## config.mk

```make
export PLATFORM = sky130hd
export DESIGN_NAME = bppg_gate
export DESIGN_NICKNAME = d
export VERILOG_FILES = /design/src/bppg_pkg.sv /design/src/bppg_gate.sv
export SDC_FILE = /design/constraint.sdc
export NUM_CORES = 1
export LEC_CHECK = 0
export BUFFER_PORTS_ARGS = -buffer_cell sky130_fd_sc_hd__buf_2
export CORE_ASPECT_RATIO = 1.5
export CORE_UTILIZATION = 43
export CTS_CLUSTER_DIAMETER = 30
export DETAILED_ROUTE_END_ITERATION = 6
export PLACE_DENSITY = 0.88
export SETUP_SLACK_MARGIN = 0.5
export SYNTH_ARGS = -nofsm -noshare
export SYNTH_HDL_FRONTEND = slang
export SYNTH_SLANG_ARGS = --single-unit
```

## constraint.sdc

```tcl
create_clock -name i_clk_sys -period 2.1 [get_ports i_clk_sys]
set_input_delay 0.315 -clock i_clk_sys [delete_from_list [all_inputs] [get_ports i_clk_sys]]
set_output_delay 0.315 -clock i_clk_sys [all_outputs]
set_load 0.005 [all_outputs]
```

## src/bppg_pkg.sv

```systemverilog
/*
 * constants for the blade power permission gate: register map, field
 * positions, reset values, power-cycle timing. assumes nothing of its users.
 */
`default_nettype none
package bppg_pkg;
    // register offsets (byte addresses, one word each)
    localparam logic [7:0] ADDR_PERMIT = 8'h00;
    localparam logic [7:0] ADDR_THROTTLE = 8'h04;
    localparam logic [7:0] ADDR_STATUS = 8'h08;
    // permission field positions
    localparam int BIT_LOCAL_CTRL = 0;
    localparam int BIT_POWER_PERMIT = 1;
    localparam int BIT_WAKE_ENABLE = 2;
    // reset values
    localparam logic [2:0] PERMIT_RESET = 3'h0;
    localparam logic [7:0] PRESET_RESET = 8'h00;
    // power-cycle off time
    localparam int CYCLE_OFF_NS = 1000;
    localparam int CLK_PERIOD_NS = 10;
    localparam int CYCLE_OFF_CYCLES = CYCLE_OFF_NS / CLK_PERIOD_NS;
    // power-state message codes
    localparam logic [1:0] MSG_OFF = 2'h0;
    localparam logic [1:0] MSG_ON = 2'h1;
    localparam logic [1:0] MSG_CYCLE = 2'h2;
    localparam int NUM_CPUS = 2;
    typedef enum logic [1:0] {ST_OFF, ST_ON, ST_CYCLE} bppg_state_t;
endpackage
`default_nettype wire

```

## src/bppg_gate.sv

```systemverilog
/*
 * blade power permission gate: holds the permission bits and preset throttle
 * level, validates every power request source, forces power off on faults.
 * assumes request inputs are one-cycle pulses synchronous to i_clk_sys and
 * that source identity of a message is decided upstream.
 */
// Local design decisions: the address map and the plain strobed port.
`timescale 1ns/1ps
`default_nettype none
// Overview of operation
// - no main power before manager grants permission
// - permission kept only in volatile flops
// - non-manager permission writes are blocked
// - non-manager power-off needs local control and permit
// - without permission every power command is ignored
// - button needs local bit 0 and permit bit 1
// - notice manager only on actual setting change
// - remote wake gated like the button plus wake enable bit 2
// - reset gives power off, all permissions disabled
// - manager power message needs only permission
// - non-manager power-on needs local control and permit
// - chipset sleep signal needs local control and permit
// - redundancy loss with power on and permit bit 1 set throttles to preset
// - throttle held until manager un-throttles or changes
// - critical temperature forces main power off
// - voltage sensor fault forces main power off
// - all processors in error forces power off
// - standby return always starts powered off
// - granted permission allows gated power-on
module bppg_gate (
    // clock and reset
    input wire logic i_clk_sys,
    input wire logic i_reset,
    // register port
    input wire logic [7:0] i_addr,
    input wire logic [31:0] i_wdata,
    input wire logic i_wr,
    input wire logic i_rd,
    input wire logic i_wr_from_manager,
    output logic [31:0] o_rdata,
    // power requests
    input wire logic i_button_press,
    input wire logic i_remote_wake_packet,
    input wire logic i_sleep_enter,
    input wire logic i_sleep_exit,
    input wire logic i_msg_valid,
    input wire logic i_msg_from_manager,
    input wire logic [1:0] i_msg_code,
    // fault and supply inputs
    input wire logic i_temp_critical,
    input wire logic i_voltage_fault,
    input wire logic [bppg_pkg::NUM_CPUS-1:0] i_processor_internal_error,
    input wire logic i_supply_redundant,
    // outputs
    output logic o_main_power_domain,
    output logic o_throttle_active,
    output logic [7:0] o_throttle_level,
    output logic o_state_change_notice
);
    import bppg_pkg::*;

    logic [2:0] permit_ff;
    logic [7:0] preset_ff;
    logic main_on_ff;
    logic throttle_ff;
    logic notice_ff;
    logic [31:0] rdata_ff;
    logic [7:0] cycle_cnt_ff;
    bppg_state_t state_ff;
    bppg_state_t nxt_state;

    // permission decode
    wire local_ok = permit_ff[BIT_LOCAL_CTRL];
    wire power_ok = permit_ff[BIT_POWER_PERMIT];
    wire wake_ok = permit_ff[BIT_WAKE_ENABLE];
    wire both_ok = local_ok & power_ok;

    // register write decode
    wire wr_permit = i_wr & (i_addr == ADDR_PERMIT) & i_wr_from_manager;
    wire wr_throttle = i_wr & (i_addr == ADDR_THROTTLE) & i_wr_from_manager;
    wire [2:0] new_permit = i_wdata[2:0];
    wire permit_changes = wr_permit & (new_permit != permit_ff);

    // per-source gating
    wire mgr_msg = i_msg_valid & i_msg_from_manager & power_ok;
    wire oth_msg = i_msg_valid & ~i_msg_from_manager & both_ok;
    wire btn_req = i_button_press & both_ok;
    wire wake_req = i_remote_wake_packet & both_ok & wake_ok;
    wire on_req = btn_req & ~main_on_ff
        | wake_req
        | i_sleep_exit & both_ok
        | mgr_msg & (i_msg_code == MSG_ON)
        | oth_msg & (i_msg_code == MSG_ON);
    wire off_req = btn_req & main_on_ff
        | i_sleep_enter & both_ok
        | mgr_msg & (i_msg_code == MSG_OFF)
        | oth_msg & (i_msg_code == MSG_OFF);
    wire cycle_req = mgr_msg & (i_msg_code == MSG_CYCLE);
    // faults act regardless of local control
    wire fault = i_temp_critical
        | i_voltage_fault
        | (&i_processor_internal_error);
    wire cycle_done = (cycle_cnt_ff == 8'(CYCLE_OFF_CYCLES - 1));

    // power state selection; faults first so a same-cycle on loses
    always_comb begin
        nxt_state = state_ff;
        unique case (state_ff)
            ST_OFF: begin
                if (!fault && on_req && power_ok) begin
                    nxt_state = ST_ON;
                end
            end
            ST_ON: begin
                if (fault || off_req) begin
                    nxt_state = ST_OFF;
                end else if (cycle_req) begin
                    nxt_state = ST_CYCLE;
                end
            end
            ST_CYCLE: begin
                if (fault || !power_ok) begin
                    nxt_state = ST_OFF;
                end else if (cycle_done) begin
                    nxt_state = ST_ON;
                end
            end
            default: nxt_state = ST_OFF;
        endcase
    end

    // volatile settings: lost on reset, never stored elsewhere
    always_ff @(posedge i_clk_sys or posedge i_reset) begin
        if (i_reset) begin
            permit_ff <= PERMIT_RESET;
            preset_ff <= PRESET_RESET;
        end else begin
            if (wr_permit) begin
                permit_ff <= new_permit;
            end
            if (wr_throttle) begin
                preset_ff <= i_wdata[7:0];
            end
        end
    end

    // power state and cycle timer
    always_ff @(posedge i_clk_sys or posedge i_reset) begin
        if (i_reset) begin
            state_ff <= ST_OFF;
            cycle_cnt_ff <= 8'h00;
        end else begin
            state_ff <= nxt_state;
            cycle_cnt_ff <= (state_ff == ST_CYCLE) ? cycle_cnt_ff + 8'h01 : 8'h00;
        end
    end

    // main power output from a flop to keep it glitch free
    always_ff @(posedge i_clk_sys or posedge i_reset) begin
        if (i_reset) begin
            main_on_ff <= 1'b0;
        end else begin
            main_on_ff <= (nxt_state == ST_ON);
        end
    end

    // throttle: set on redundancy loss, released only by a manager write
    always_ff @(posedge i_clk_sys or posedge i_reset) begin
        if (i_reset) begin
            throttle_ff <= 1'b0;
        end else if (!i_supply_redundant && main_on_ff && power_ok) begin
            throttle_ff <= 1'b1;
        end else if (wr_throttle) begin
            throttle_ff <= i_wdata[8];
        end
    end

    // one-cycle notice on a real setting change only
    always_ff @(posedge i_clk_sys or posedge i_reset) begin
        if (i_reset) begin
            notice_ff <= 1'b0;
        end else begin
            notice_ff <= permit_changes;
        end
    end

    // read data one cycle after the strobe, zero otherwise
    always_ff @(posedge i_clk_sys or posedge i_reset) begin
        if (i_reset) begin
            rdata_ff <= 32'h0000_0000;
        end else if (i_rd) begin
            unique case (i_addr)
                ADDR_PERMIT: rdata_ff <= {29'h0, permit_ff};
                ADDR_THROTTLE: rdata_ff <= {23'h0, throttle_ff, preset_ff};
                ADDR_STATUS: rdata_ff <= {30'h0, throttle_ff, main_on_ff};
                default: rdata_ff <= 32'h0000_0000;
            endcase
        end else begin
            rdata_ff <= 32'h0000_0000;
        end
    end

    assign o_rdata = rdata_ff;
    assign o_main_power_domain = main_on_ff;
    assign o_throttle_active = throttle_ff;
    assign o_throttle_level = throttle_ff ? preset_ff : 8'h00;
    assign o_state_change_notice = notice_ff;

    // assertions

    // checker helper: length of the current run of main power off, saturating
    // so a long idle spell never wraps back into a plausible cycle length
    logic [7:0] off_run_ff;
    always_ff @(posedge i_clk_sys or posedge i_reset) begin
        if (i_reset) begin
            off_run_ff <= 8'h00;
        end else if (main_on_ff) begin
            off_run_ff <= 8'h00;
        end else if (off_run_ff != 8'hff) begin
            off_run_ff <= off_run_ff + 8'h01;
        end
    end
endmodule // bppg_gate
`default_nettype wire

```

==> results of run 1 <==
-- path summary, 6_finish.rpt --
check                                        end  slack [ps]  cells after the start
setup / recovery                     state_ff[0]         290                      4
hold / removal             o_state_change_notice         100                      3
setup reg to reg                     state_ff[0]         290                      4
hold reg to reg                  cycle_cnt_ff[0]         490                      1
max in group asynchronous            state_ff[0]        1710                      3
min in group i_clk_sys              preset_ff[3]         260                      2
-- critical path, cell delays in order, from the launching register on --
cell and delay [ps]:
sky130_fd_sc_hd__dfrtp_1 390, sky130_fd_sc_hd__or4b_1 530, sky130_fd_sc_hd__or3_4 350, sky130_fd_sc_hd__a211o_1 300, sky130_fd_sc_hd__o22ai_1 150
-- power by group --
group          internal (uW)  total [uW]  switching, uW
clock network            296         521            225
logic                   46.2         101           54.5
registers                642         651           8.91
-- area by class of cell --
cell class,instances,share of cell area (%)
multi-input combinational,126,39.0
tap,43,2.50
clock buffer,7,4.48
timing repair buffer,59,14.3
clock inverter,1,0.233
sequential,33,38.4
inverter,6,1.05
-- timing repair --
action,CTS,global route
buffers inserted,2,0
endpoints found under the setup margin,2,5
endpoints found under the hold margin,0,0
hold buffers,0,0
gates cloned,0,0
gates resized for setup,1,2
-- cells in the mapped netlist, types with 4 or more instances --
| cell type | n |
|---|---|
| sky130_fd_sc_hd__nand3_1 | 6 |
| sky130_fd_sc_hd__mux2_1 | 11 |
| sky130_fd_sc_hd__nor3_1 | 4 |
| sky130_fd_sc_hd__xnor2_1 | 5 |
| sky130_fd_sc_hd__nor2_1 | 18 |
| sky130_fd_sc_hd__and2_1 | 14 |
| sky130_fd_sc_hd__inv_1 | 5 |
| sky130_fd_sc_hd__buf_4 | 23 |
| sky130_fd_sc_hd__nand2_1 | 8 |
| sky130_fd_sc_hd__clkbuf_1 | 4 |
| sky130_fd_sc_hd__mux2i_1 | 4 |
| sky130_fd_sc_hd__dfrtp_1 | 33 |
| sky130_fd_sc_hd__a21oi_1 | 7 |
-- sequential cells by signal, summed over array words and instances (netlist names) --
signal                 cells
permit_ff                  3
preset_ff                  8
cycle_cnt_ff               8
o_rdata                    9
o_state_change_notice      1
state_ff                   2
o_throttle_active          1
o_main_power_domain        1
-- through the flow --
| stage | cells | setup WS (ps) | utilization, % | hold slack (ps) | total power [uW] |
|---|---|---|---|---|---|
| after floorplan | 194 | 428 | - | 388 | 744 |
| after global placement | 265 | 284 | 53.8 | 414 | 762 |
| after detailed placement | 265 | 254 | 53.8 | 421 | 764 |
| after CTS | 275 | 321 | 57.1 | 117 | 1280 |
| after global routing | 275 | 228 | 57.3 | 131 | 1340 |
| final | 275 | 291 | 57.3 | 97.9 | 1270 |
-- metal layers --
| layer | GRT usage, % | share of wire [%] | vias to the layer above |
|---|---|---|---|
| li1 | - | - | 645 |
| met5 | 0 | 0 | - |
| met2 | 27.7 | 51 | 48 |
| met4 | 11.1 | 4.0 | 0 |
| met3 | 4.57 | 4.7 | 11 |
| met1 | 24.0 | 40 | 627 |
-- layout by cell type (no fill, tap or decap), drive strengths merged, types with 7 or more instances in the layout --
| cell type | netlist | final |
|---|---|---|
| buf | 25 | 59 |
| nand2 | 9 | 9 |
| clkbuf | 4 | 7 |
| a21oi | 7 | 7 |
| conb | 1 | 23 |
| mux2 | 11 | 11 |
| nor2 | 18 | 18 |
| and2 | 14 | 14 |
| dfrtp | 33 | 33 |
-- cell families after synthesis --
logic type | Yosys count | synth area share (%)
flip-flops | 33 | 47.8
other | 1 | 0.217
AO/OA/AOI/OAI | 18 | 6.22
AND/OR/NAND/NOR | 62 | 19.3
buffers and inverters | 35 | 12.7
XOR/XNOR | 7 | 3.55
multiplexers | 15 | 9.48
adder cells (fa/ha/maj) | 1 | 0.723
==> results.toml, run 1 <==
[status]
outcome = "finished clean"

[timing]
tightestPinTransition_ps = 594
slew_headroom_pct = 60.1
finalCriticalPeriod_ps = 1810
fmaxAchievable_mhz = 553
setup_viol = 0
final.period_utilization_pct = 86.2
timing_hold_violations_final = 0
finalMaxSlewViolations = 0
rsz0062_at_grt = "yes"
totalNegativeSetupSlack_ps = 0
worst_clock_skew_ps = 9.21

[yosys]
post_synth_main_area_contributors = "sky130_fd_sc_hd__dfrtp_1 48%, sky130_fd_sc_hd__buf_4 10%, sky130_fd_sc_hd__mux2_1 7.2%"
synth.yosys.warnings = 0
post_synth_num_cell_types = 32
netlist.area_leader.share_pct = 47.8
synth-async-reset-ratio_pct = 100
synth_flop_cell = "sky130_fd_sc_hd__dfrtp_1"
synth-edff-count = 0
synthesis.area_per_instance_sq_um = 10.1
cell_count_after_synthesis = 172
syn-cell-area_sq_um = 1730
netlist.top_cell.by_area = "sky130_fd_sc_hd__dfrtp_1"
portion_of_the_post_synthesis_area_used_by_sequential_elements_pct = 47.8
synth.ff_latch_count = 33

[setup_path]
critical_path.max_fanout = 2
setup.worst_path.start_class = "register"
worstSetupStartpoint = "cycle_cnt_ff[4]"
worst_ep_arrival_time_ps = 2010
worstReg2RegStart = "cycle_cnt_ff[4]"
end_kind = "register"
critPathRequiredTime_ps = 2300
category_of_the_critical_setup_timing_path = "reg2reg"

[cts]
ctsRootBufferMaster = "sky130_fd_sc_hd__clkbuf_8"
cts.reportedPaths.clkPinSlew_ps = 70
cts_made_buffers = 5
worstSkewPairLatency_ps = 290
tritoncts = "built"
cts_buffer_depth = 2
ctsHtreeMaxLevel = 2
tritoncts_num_sinks = 33

[final_layout]
antenna-diode-count = 0
multiInputGateArea_sq_um = 838
areaGrowthSynthToFinish_pct = 24.3
finalNetCount = 290
fill_cells = 320
postLayoutCellArea_sq_um = 2150
seqCellArea_sq_um = 826
drive_above_1_share_pct = 36.2

[drt]
number_of_iterations_in_the_first_detailed_routing_pass = 4
routed_wl_mm = 3.42
detailroute.via_count = 1331
drt_drc_violations_left = 0
drt-vias-per-instance = 4.84
routed_wire_length_per_instance_um = 12.4
drt_first_iter_violations = 47
detail-route-antenna-nets = 0

[global_route]
initial_antenna_violation_count = 0
grt_start_max_net_pins = 34
global_route.overflow_total = 0
first_pass_grt_wire_length_mm = 5.72
first_global_vias = 1221
grt_util_all_layers_pct = 18.7

[floorplanning]
die_wd_um = 53.8
floorplan.die_area_sq_um = 4280
boundaryPins = 101
std_cell_rows = 27
die_h_um = 79.7
initial_core_util_pct = 46.1
coreArea_sq_um = 3750

[place]
placed_area_sq_um = 2020
hpwl_after_detailed_placement_mm = 2.56
gp_congestion = 0.815
numPortBuffers = 54

[min_path]
holdCritPathClass = "in2async"

[power_and_ir_drop]
pwr_density_cell_nw_per_um2 = 592
worst_supply_voltage_drop_on_vdd_uv = 500
p_leak_uw = 0.00113

[run]
maxCapViolations = 0
No activity file was read; power rests on OpenSTA's default activity.
==> run 2, diff against run 1 <==
==> constraint.sdc (replaced) <==
create_clock -name i_clk_sys -period 2.1 [get_ports i_clk_sys]
set_input_delay 0.105 -clock i_clk_sys [delete_from_list [all_inputs] [get_ports i_clk_sys]]
set_output_delay 0.105 -clock i_clk_sys [all_outputs]
set_load 0.005 [all_outputs]
==> run 2 against run 1 <==
Against the previous run:
- worst hold slack lost 59 ps
- sequential share of layout area is 1.5 points higher
- via count up 1.7%
- largest power group unchanged
- highest routed layer unchanged
==> results.toml, run 2 (synthesis results as in run 1) <==
[drt]
routed_wire_length_per_instance_um = 11.8
detailroute.via_count = 1353
number_of_iterations_in_the_first_detailed_routing_pass = 4
routed_wl_mm = 3.25
drt_first_iter_violations = 24
drt_drc_violations_left = 0
drt-vias-per-instance = 4.92
detail-route-antenna-nets = 0

[final_layout]
antenna-diode-count = 0
areaGrowthSynthToFinish_pct = 19.7
largest_register_ffs = 9
final_common_cell = "sky130_fd_sc_hd__buf_2"
most-common-layout-cells = "54 x sky130_fd_sc_hd__buf_2, 33 x sky130_fd_sc_hd__dfrtp_1, 23 x sky130_fd_sc_hd__conb_1, 18 x sky130_fd_sc_hd__nor2_1, 14 x sky130_fd_sc_hd__and2_1"
finalNetCount = 290
drive_above_1_share_pct = 29.7

[floorplanning]
boundaryPins = 101
std_cell_rows = 27
initial_core_util_pct = 46.1
coreArea_sq_um = 3750
die_wd_um = 53.8
die_h_um = 79.7
floorplan.die_area_sq_um = 4280

[place]
dp_worst_setup_slack_ps = 311
numPortBuffers = 54
hpwl_after_detailed_placement_mm = 2.48
gp_congestion = 0.777

[global_route]
grt_most_used_layer = "met2"
global_route.overflow_total = 0
global_route.usage.met3_pct = 5.90
met1_usage_pct = 16.4
global_route.usage.met2_pct = 32.7
grt_util_all_layers_pct = 17.5
first_global_vias = 1288
initial_antenna_violation_count = 0
first_pass_grt_wire_length_mm = 5.42
grt_start_max_net_pins = 34

[run]
maxCapViolations = 0

[cts]
cts.reportedPaths.clkPinSlew_ps = 70
tritoncts_num_sinks = 33
ctsRootBufferMaster = "sky130_fd_sc_hd__clkbuf_8"
worstSkewPairLatency_ps = 280
cts_made_buffers = 5
ctsHtreeMaxLevel = 2
cts_buffer_depth = 2
tritoncts = "built"

[power_and_ir_drop]
switching_portion_of_total_power_pct = 23.8
p_seq_share_pct = 54.3
p_int_uw = 912
clock_power_share_pct = 37.9
pwr_density_cell_nw_per_um2 = 579
power_switching_uw = 286
p_leak_uw = 0.00109
share_comb_of_total_power_pct = 7.7
worst_supply_voltage_drop_on_vdd_uv = 439

[timing]
finalMaxSlewViolations = 0
timing_hold_violations_final = 0
finalCriticalPeriod_ps = 1770
slew_headroom_pct = 63.7
totalNegativeSetupSlack_ps = 0
rsz0062_at_grt = "yes"
setup_viol = 0
worst_slack_ps = 331
tightestPinTransition_ps = 541
worst_clock_skew_ps = 3.96
final.period_utilization_pct = 84.2
fmaxAchievable_mhz = 565

[min_path]
holdCritPathClass = "in2reg"
min-delay-start = "i_wdata[5]"
holdPathEnd = "preset_ff[5]"
hold_depth = 2

[setup_path]
setup.worst_path.start_class = "register"
category_of_the_critical_setup_timing_path = "reg2reg"
reg2reg_to = "o_main_power_domain"
worstReg2RegStart = "cycle_cnt_ff[4]"
end_kind = "register"
worst-r2r-setup-slack_ps = 330
worst_ep_arrival_time_ps = 1970
critPathRequiredTime_ps = 2300
rr_worst_depth = 4
critical_path.max_fanout = 2

[status]
outcome = "finished clean"
==> run 2: power groups by stage <==
| stage | sequential, uW | combinational [uW] | clock (uW) |
|---|---|---|---|
| floorplan | 657 | 80.2 | 0 |
| global placement | 663 | 89.4 | 0 |
| detailed placement | 663 | 92.3 | 0 |
| CTS | 651 | 94.2 | 468 |
| global route | 652 | 108 | 497 |
| finish | 651 | 92.6 | 455 |
==> run 2: area by class of cell <==
| cell class | instances | area [sq um] |
|---|---|---|
| Clock buffer | 5 | 68.8 |
| Clock inverter | 3 | 17.5 |
| Timing Repair Buffer | 59 | 310 |
| Sequential cell | 33 | 826 |
| Tap cell | 43 | 53.8 |
| Fill cell | 334 | 1680 |
| Multi-Input combinational cell | 126 | 771 |
| Inverter | 6 | 22.5 |
==> run 2: per-stage QoR <==
stage                     util, %  cells  total power [uW]  hold WS [ps]  cell area, sq um
final                        55.2    275              1200          39.2              2070
after global routing         55.2    275              1260          33.2              2070
after CTS                    55.0    274              1210          32.9              2060
after detailed placement     51.9    263               755           216              1950
after global placement       51.9    263               752           211              1950
after floorplan                 -    194               738           178              1810
==> run 2: worst max-delay path by stage <==
stage	start	to	slack, ps	depth (start not counted)
floorplan	cycle_cnt_ff[4]	o_main_power_domain	430	4
global placement	cycle_cnt_ff[4]	state_ff[0]	350	4
detailed placement	cycle_cnt_ff[4]	o_main_power_domain	310	4
CTS	cycle_cnt_ff[4]	o_main_power_domain	330	4
global route	cycle_cnt_ff[4]	o_main_power_domain	240	4
finish	cycle_cnt_ff[4]	o_main_power_domain	330	4
==> run 2: worst max-delay path, stage by stage, from the launching register on <==
cell and delay (ps):
sky130_fd_sc_hd__dfrtp_1 390, sky130_fd_sc_hd__or4b_1 520, sky130_fd_sc_hd__or3_4 360, sky130_fd_sc_hd__a211o_1 280
sky130_fd_sc_hd__o22ai_1 150
==> run 2: repair_timing <==
item	4_1_cts	5_1_grt
hold endpoints to repair	33	0
setup buffers	2	1
setup endpoints to repair	3	3
hold buffers	1	0
gates cloned	0	0
resized for setup	1	0
==> run 2: layer usage <==
| layer | part of all wire [%] | up-vias |
|---|---|---|
| li1 | - | 647 |
| met1 | 33 | 643 |
| met2 | 58 | 58 |
| met3 | 7.2 | 5 |
| met4 | 1.4 | 0 |
| met5 | 0 | - |
==> run 3, diff against run 2 <==
- clock period: 2.1 -> 1.9 ns (I/O delays scaled with it)
==> run 3 against run 2 <==
Against the previous run:
- die area is the same
- clock power grew 46%
- critical path depth is the same
- highest routed layer unchanged
- largest cell class unchanged
- first-iteration DRC count shrank 54%
- utilization grew 1.2 points
- sequential power grew 11%
==> results.toml, run 3 (synthesis results as in run 1) <==
[setup_path]
category_of_the_critical_setup_timing_path = "reg2reg"
critPathRequiredTime_ps = 2100
critical_path.max_fanout = 2
worst_ep_arrival_time_ps = 1980
setup.worst_path.start_class = "register"
end_kind = "register"

[final_layout]
fill_cells = 346
final_common_cell = "sky130_fd_sc_hd__buf_2"
areaGrowthSynthToFinish_pct = 22.3
largest_register_ffs = 9
most-common-layout-cells = "54 x sky130_fd_sc_hd__buf_2, 33 x sky130_fd_sc_hd__dfrtp_1, 23 x sky130_fd_sc_hd__conb_1, 18 x sky130_fd_sc_hd__nor2_1, 14 x sky130_fd_sc_hd__and2_1"
antenna-diode-count = 0
finalNetCount = 291
drive_above_1_share_pct = 30.5

[global_route]
global_route.overflow_total = 0
grt_util_all_layers_pct = 18.1
initial_antenna_violation_count = 0
first_global_vias = 1301
first_pass_grt_wire_length_mm = 5.51
grt_start_max_net_pins = 34

[cts]
ctsRootBufferMaster = "sky130_fd_sc_hd__clkbuf_8"
tritoncts_num_sinks = 33
cts.reportedPaths.clkPinSlew_ps = 60
ctsHtreeMaxLevel = 2
worstSkewPairLatency_ps = 280
tritoncts = "built"
cts_made_buffers = 5
cts_buffer_depth = 2

[floorplanning]
die_h_um = 79.7
floorplan.die_area_sq_um = 4280
die_wd_um = 53.8
initial_core_util_pct = 46.1
coreArea_sq_um = 3750
std_cell_rows = 27
boundaryPins = 101

[timing]
totalNegativeSetupSlack_ps = 0
finalCriticalPeriod_ps = 1780
setup_viol = 0
timing_hold_violations_final = 0
final.period_utilization_pct = 93.9
finalMaxSlewViolations = 0
rsz0062_at_grt = "yes"
worst_clock_skew_ps = 9.03
tightestPinTransition_ps = 552
fmaxAchievable_mhz = 560
slew_headroom_pct = 62.9

[place]
hpwl_after_detailed_placement_mm = 2.48
numPortBuffers = 54
gp_congestion = 0.777

[drt]
routed_wire_length_per_instance_um = 12.1
drt-vias-per-instance = 4.91
detailroute.via_count = 1354
number_of_iterations_in_the_first_detailed_routing_pass = 4
detail-route-antenna-nets = 0
routed_wl_mm = 3.34
drt_first_iter_violations = 11
drt_drc_violations_left = 0

[run]
maxCapViolations = 0

[status]
outcome = "finished clean"

[power_and_ir_drop]
worst_supply_voltage_drop_on_vdd_uv = 590
p_leak_uw = 0.00112
power_uw = 1490
pwr_density_cell_nw_per_um2 = 704

[min_path]
holdCritPathClass = "in2reg"
run 3: cell count changes in the layout (fill, tap and decap cells not counted):
cell                         before  now
sky130_fd_sc_hd__or4_4            0    1
sky130_fd_sc_hd__clkinvlp_4       1    0
sky130_fd_sc_hd__bufinv_16        0    1
sky130_fd_sc_hd__clkbuf_1         0    1
sky130_fd_sc_hd__clkinv_2         2    0
sky130_fd_sc_hd__or4b_1           1    0
sky130_fd_sc_hd__or4b_4           0    1
sky130_fd_sc_hd__buf_4            4    5
sky130_fd_sc_hd__clkbuf_8         5    6
sky130_fd_sc_hd__or4_1            3    2
run 3: area by class of cell:
cell class | instances | area, sq um | area share, %
clock buffers | 7 | 86.3 | 4.08
inverters | 6 | 22.5 | 1.07
flip-flops and latches | 33 | 826 | 39.1
repair buffers | 60 | 318 | 15.0
clock inverters | 1 | 30.0 | 1.42
multi-input cells | 126 | 778 | 36.8
well taps | 43 | 53.8 | 2.54
run 3: per-stage QoR:
step           cells  hold WS (ps)  util, %  cell area [sq um]  worst slack [ps]
4_1_cts          275          22.6     56.1               2100               140
6_report         276          25.5     56.4               2110               116
2_1_floorplan    194           168        -               1810               228
3_5_place_dp     263           207     51.9               1950               131
3_3_place_gp     263           200     51.9               1950               150
5_1_grt          276          17.7     56.4               2110              63.2
run 3: worst paths after layout:
kind,start,to,slack [ps],depth (start not counted)
worst max-delay path,cycle_cnt_ff[4],state_ff[0],120,4
worst min-delay path,i_wdata[5],preset_ff[5],30,2
worst max register to register,cycle_cnt_ff[4],state_ff[0],120,4
worst min register to register,cycle_cnt_ff[0],cycle_cnt_ff[0],500,1
max in group asynchronous,i_reset,cycle_cnt_ff[1],1160,4
min in group asynchronous,i_reset,cycle_cnt_ff[3],450,4
run 3: layer usage:
| metal | track usage, % | vias to the layer above | wire length (um) |
|---|---|---|---|
| met5 | 0 | - | 0 |
| met4 | 7.89 | 0 | 43 |
| met3 | 5.71 | 5 | 253 |
| met2 | 34.3 | 62 | 1910 |
| met1 | 16.1 | 635 | 1140 |
| li1 | - | 652 | - |
run 3: worst max-delay path, cell delays in order (launching register included):
cell and delay (ps):
sky130_fd_sc_hd__dfrtp_1 380, sky130_fd_sc_hd__or4b_4 540, sky130_fd_sc_hd__or3_4 360, sky130_fd_sc_hd__a211o_1 280, sky130_fd_sc_hd__o22ai_1 140
run 3: where the power goes:
part | switching [uW] | internal, uW | leakage [uW]
combinational | 56.7 | 46.4 | 0.000599
clock | 239 | 427 | 0.0000585
sequential | 9.57 | 710 | 0.000458
run 3: timing repair:
| item | 4_1_cts | 5_1_grt |
|---|---|---|
| endpoints found under the setup margin | 11 | 3 |
| hold endpoints to repair | 33 | 0 |
| hold buffers | 1 | 0 |
| buffers inserted | 3 | 1 |
| resized for setup | 2 | 1 |
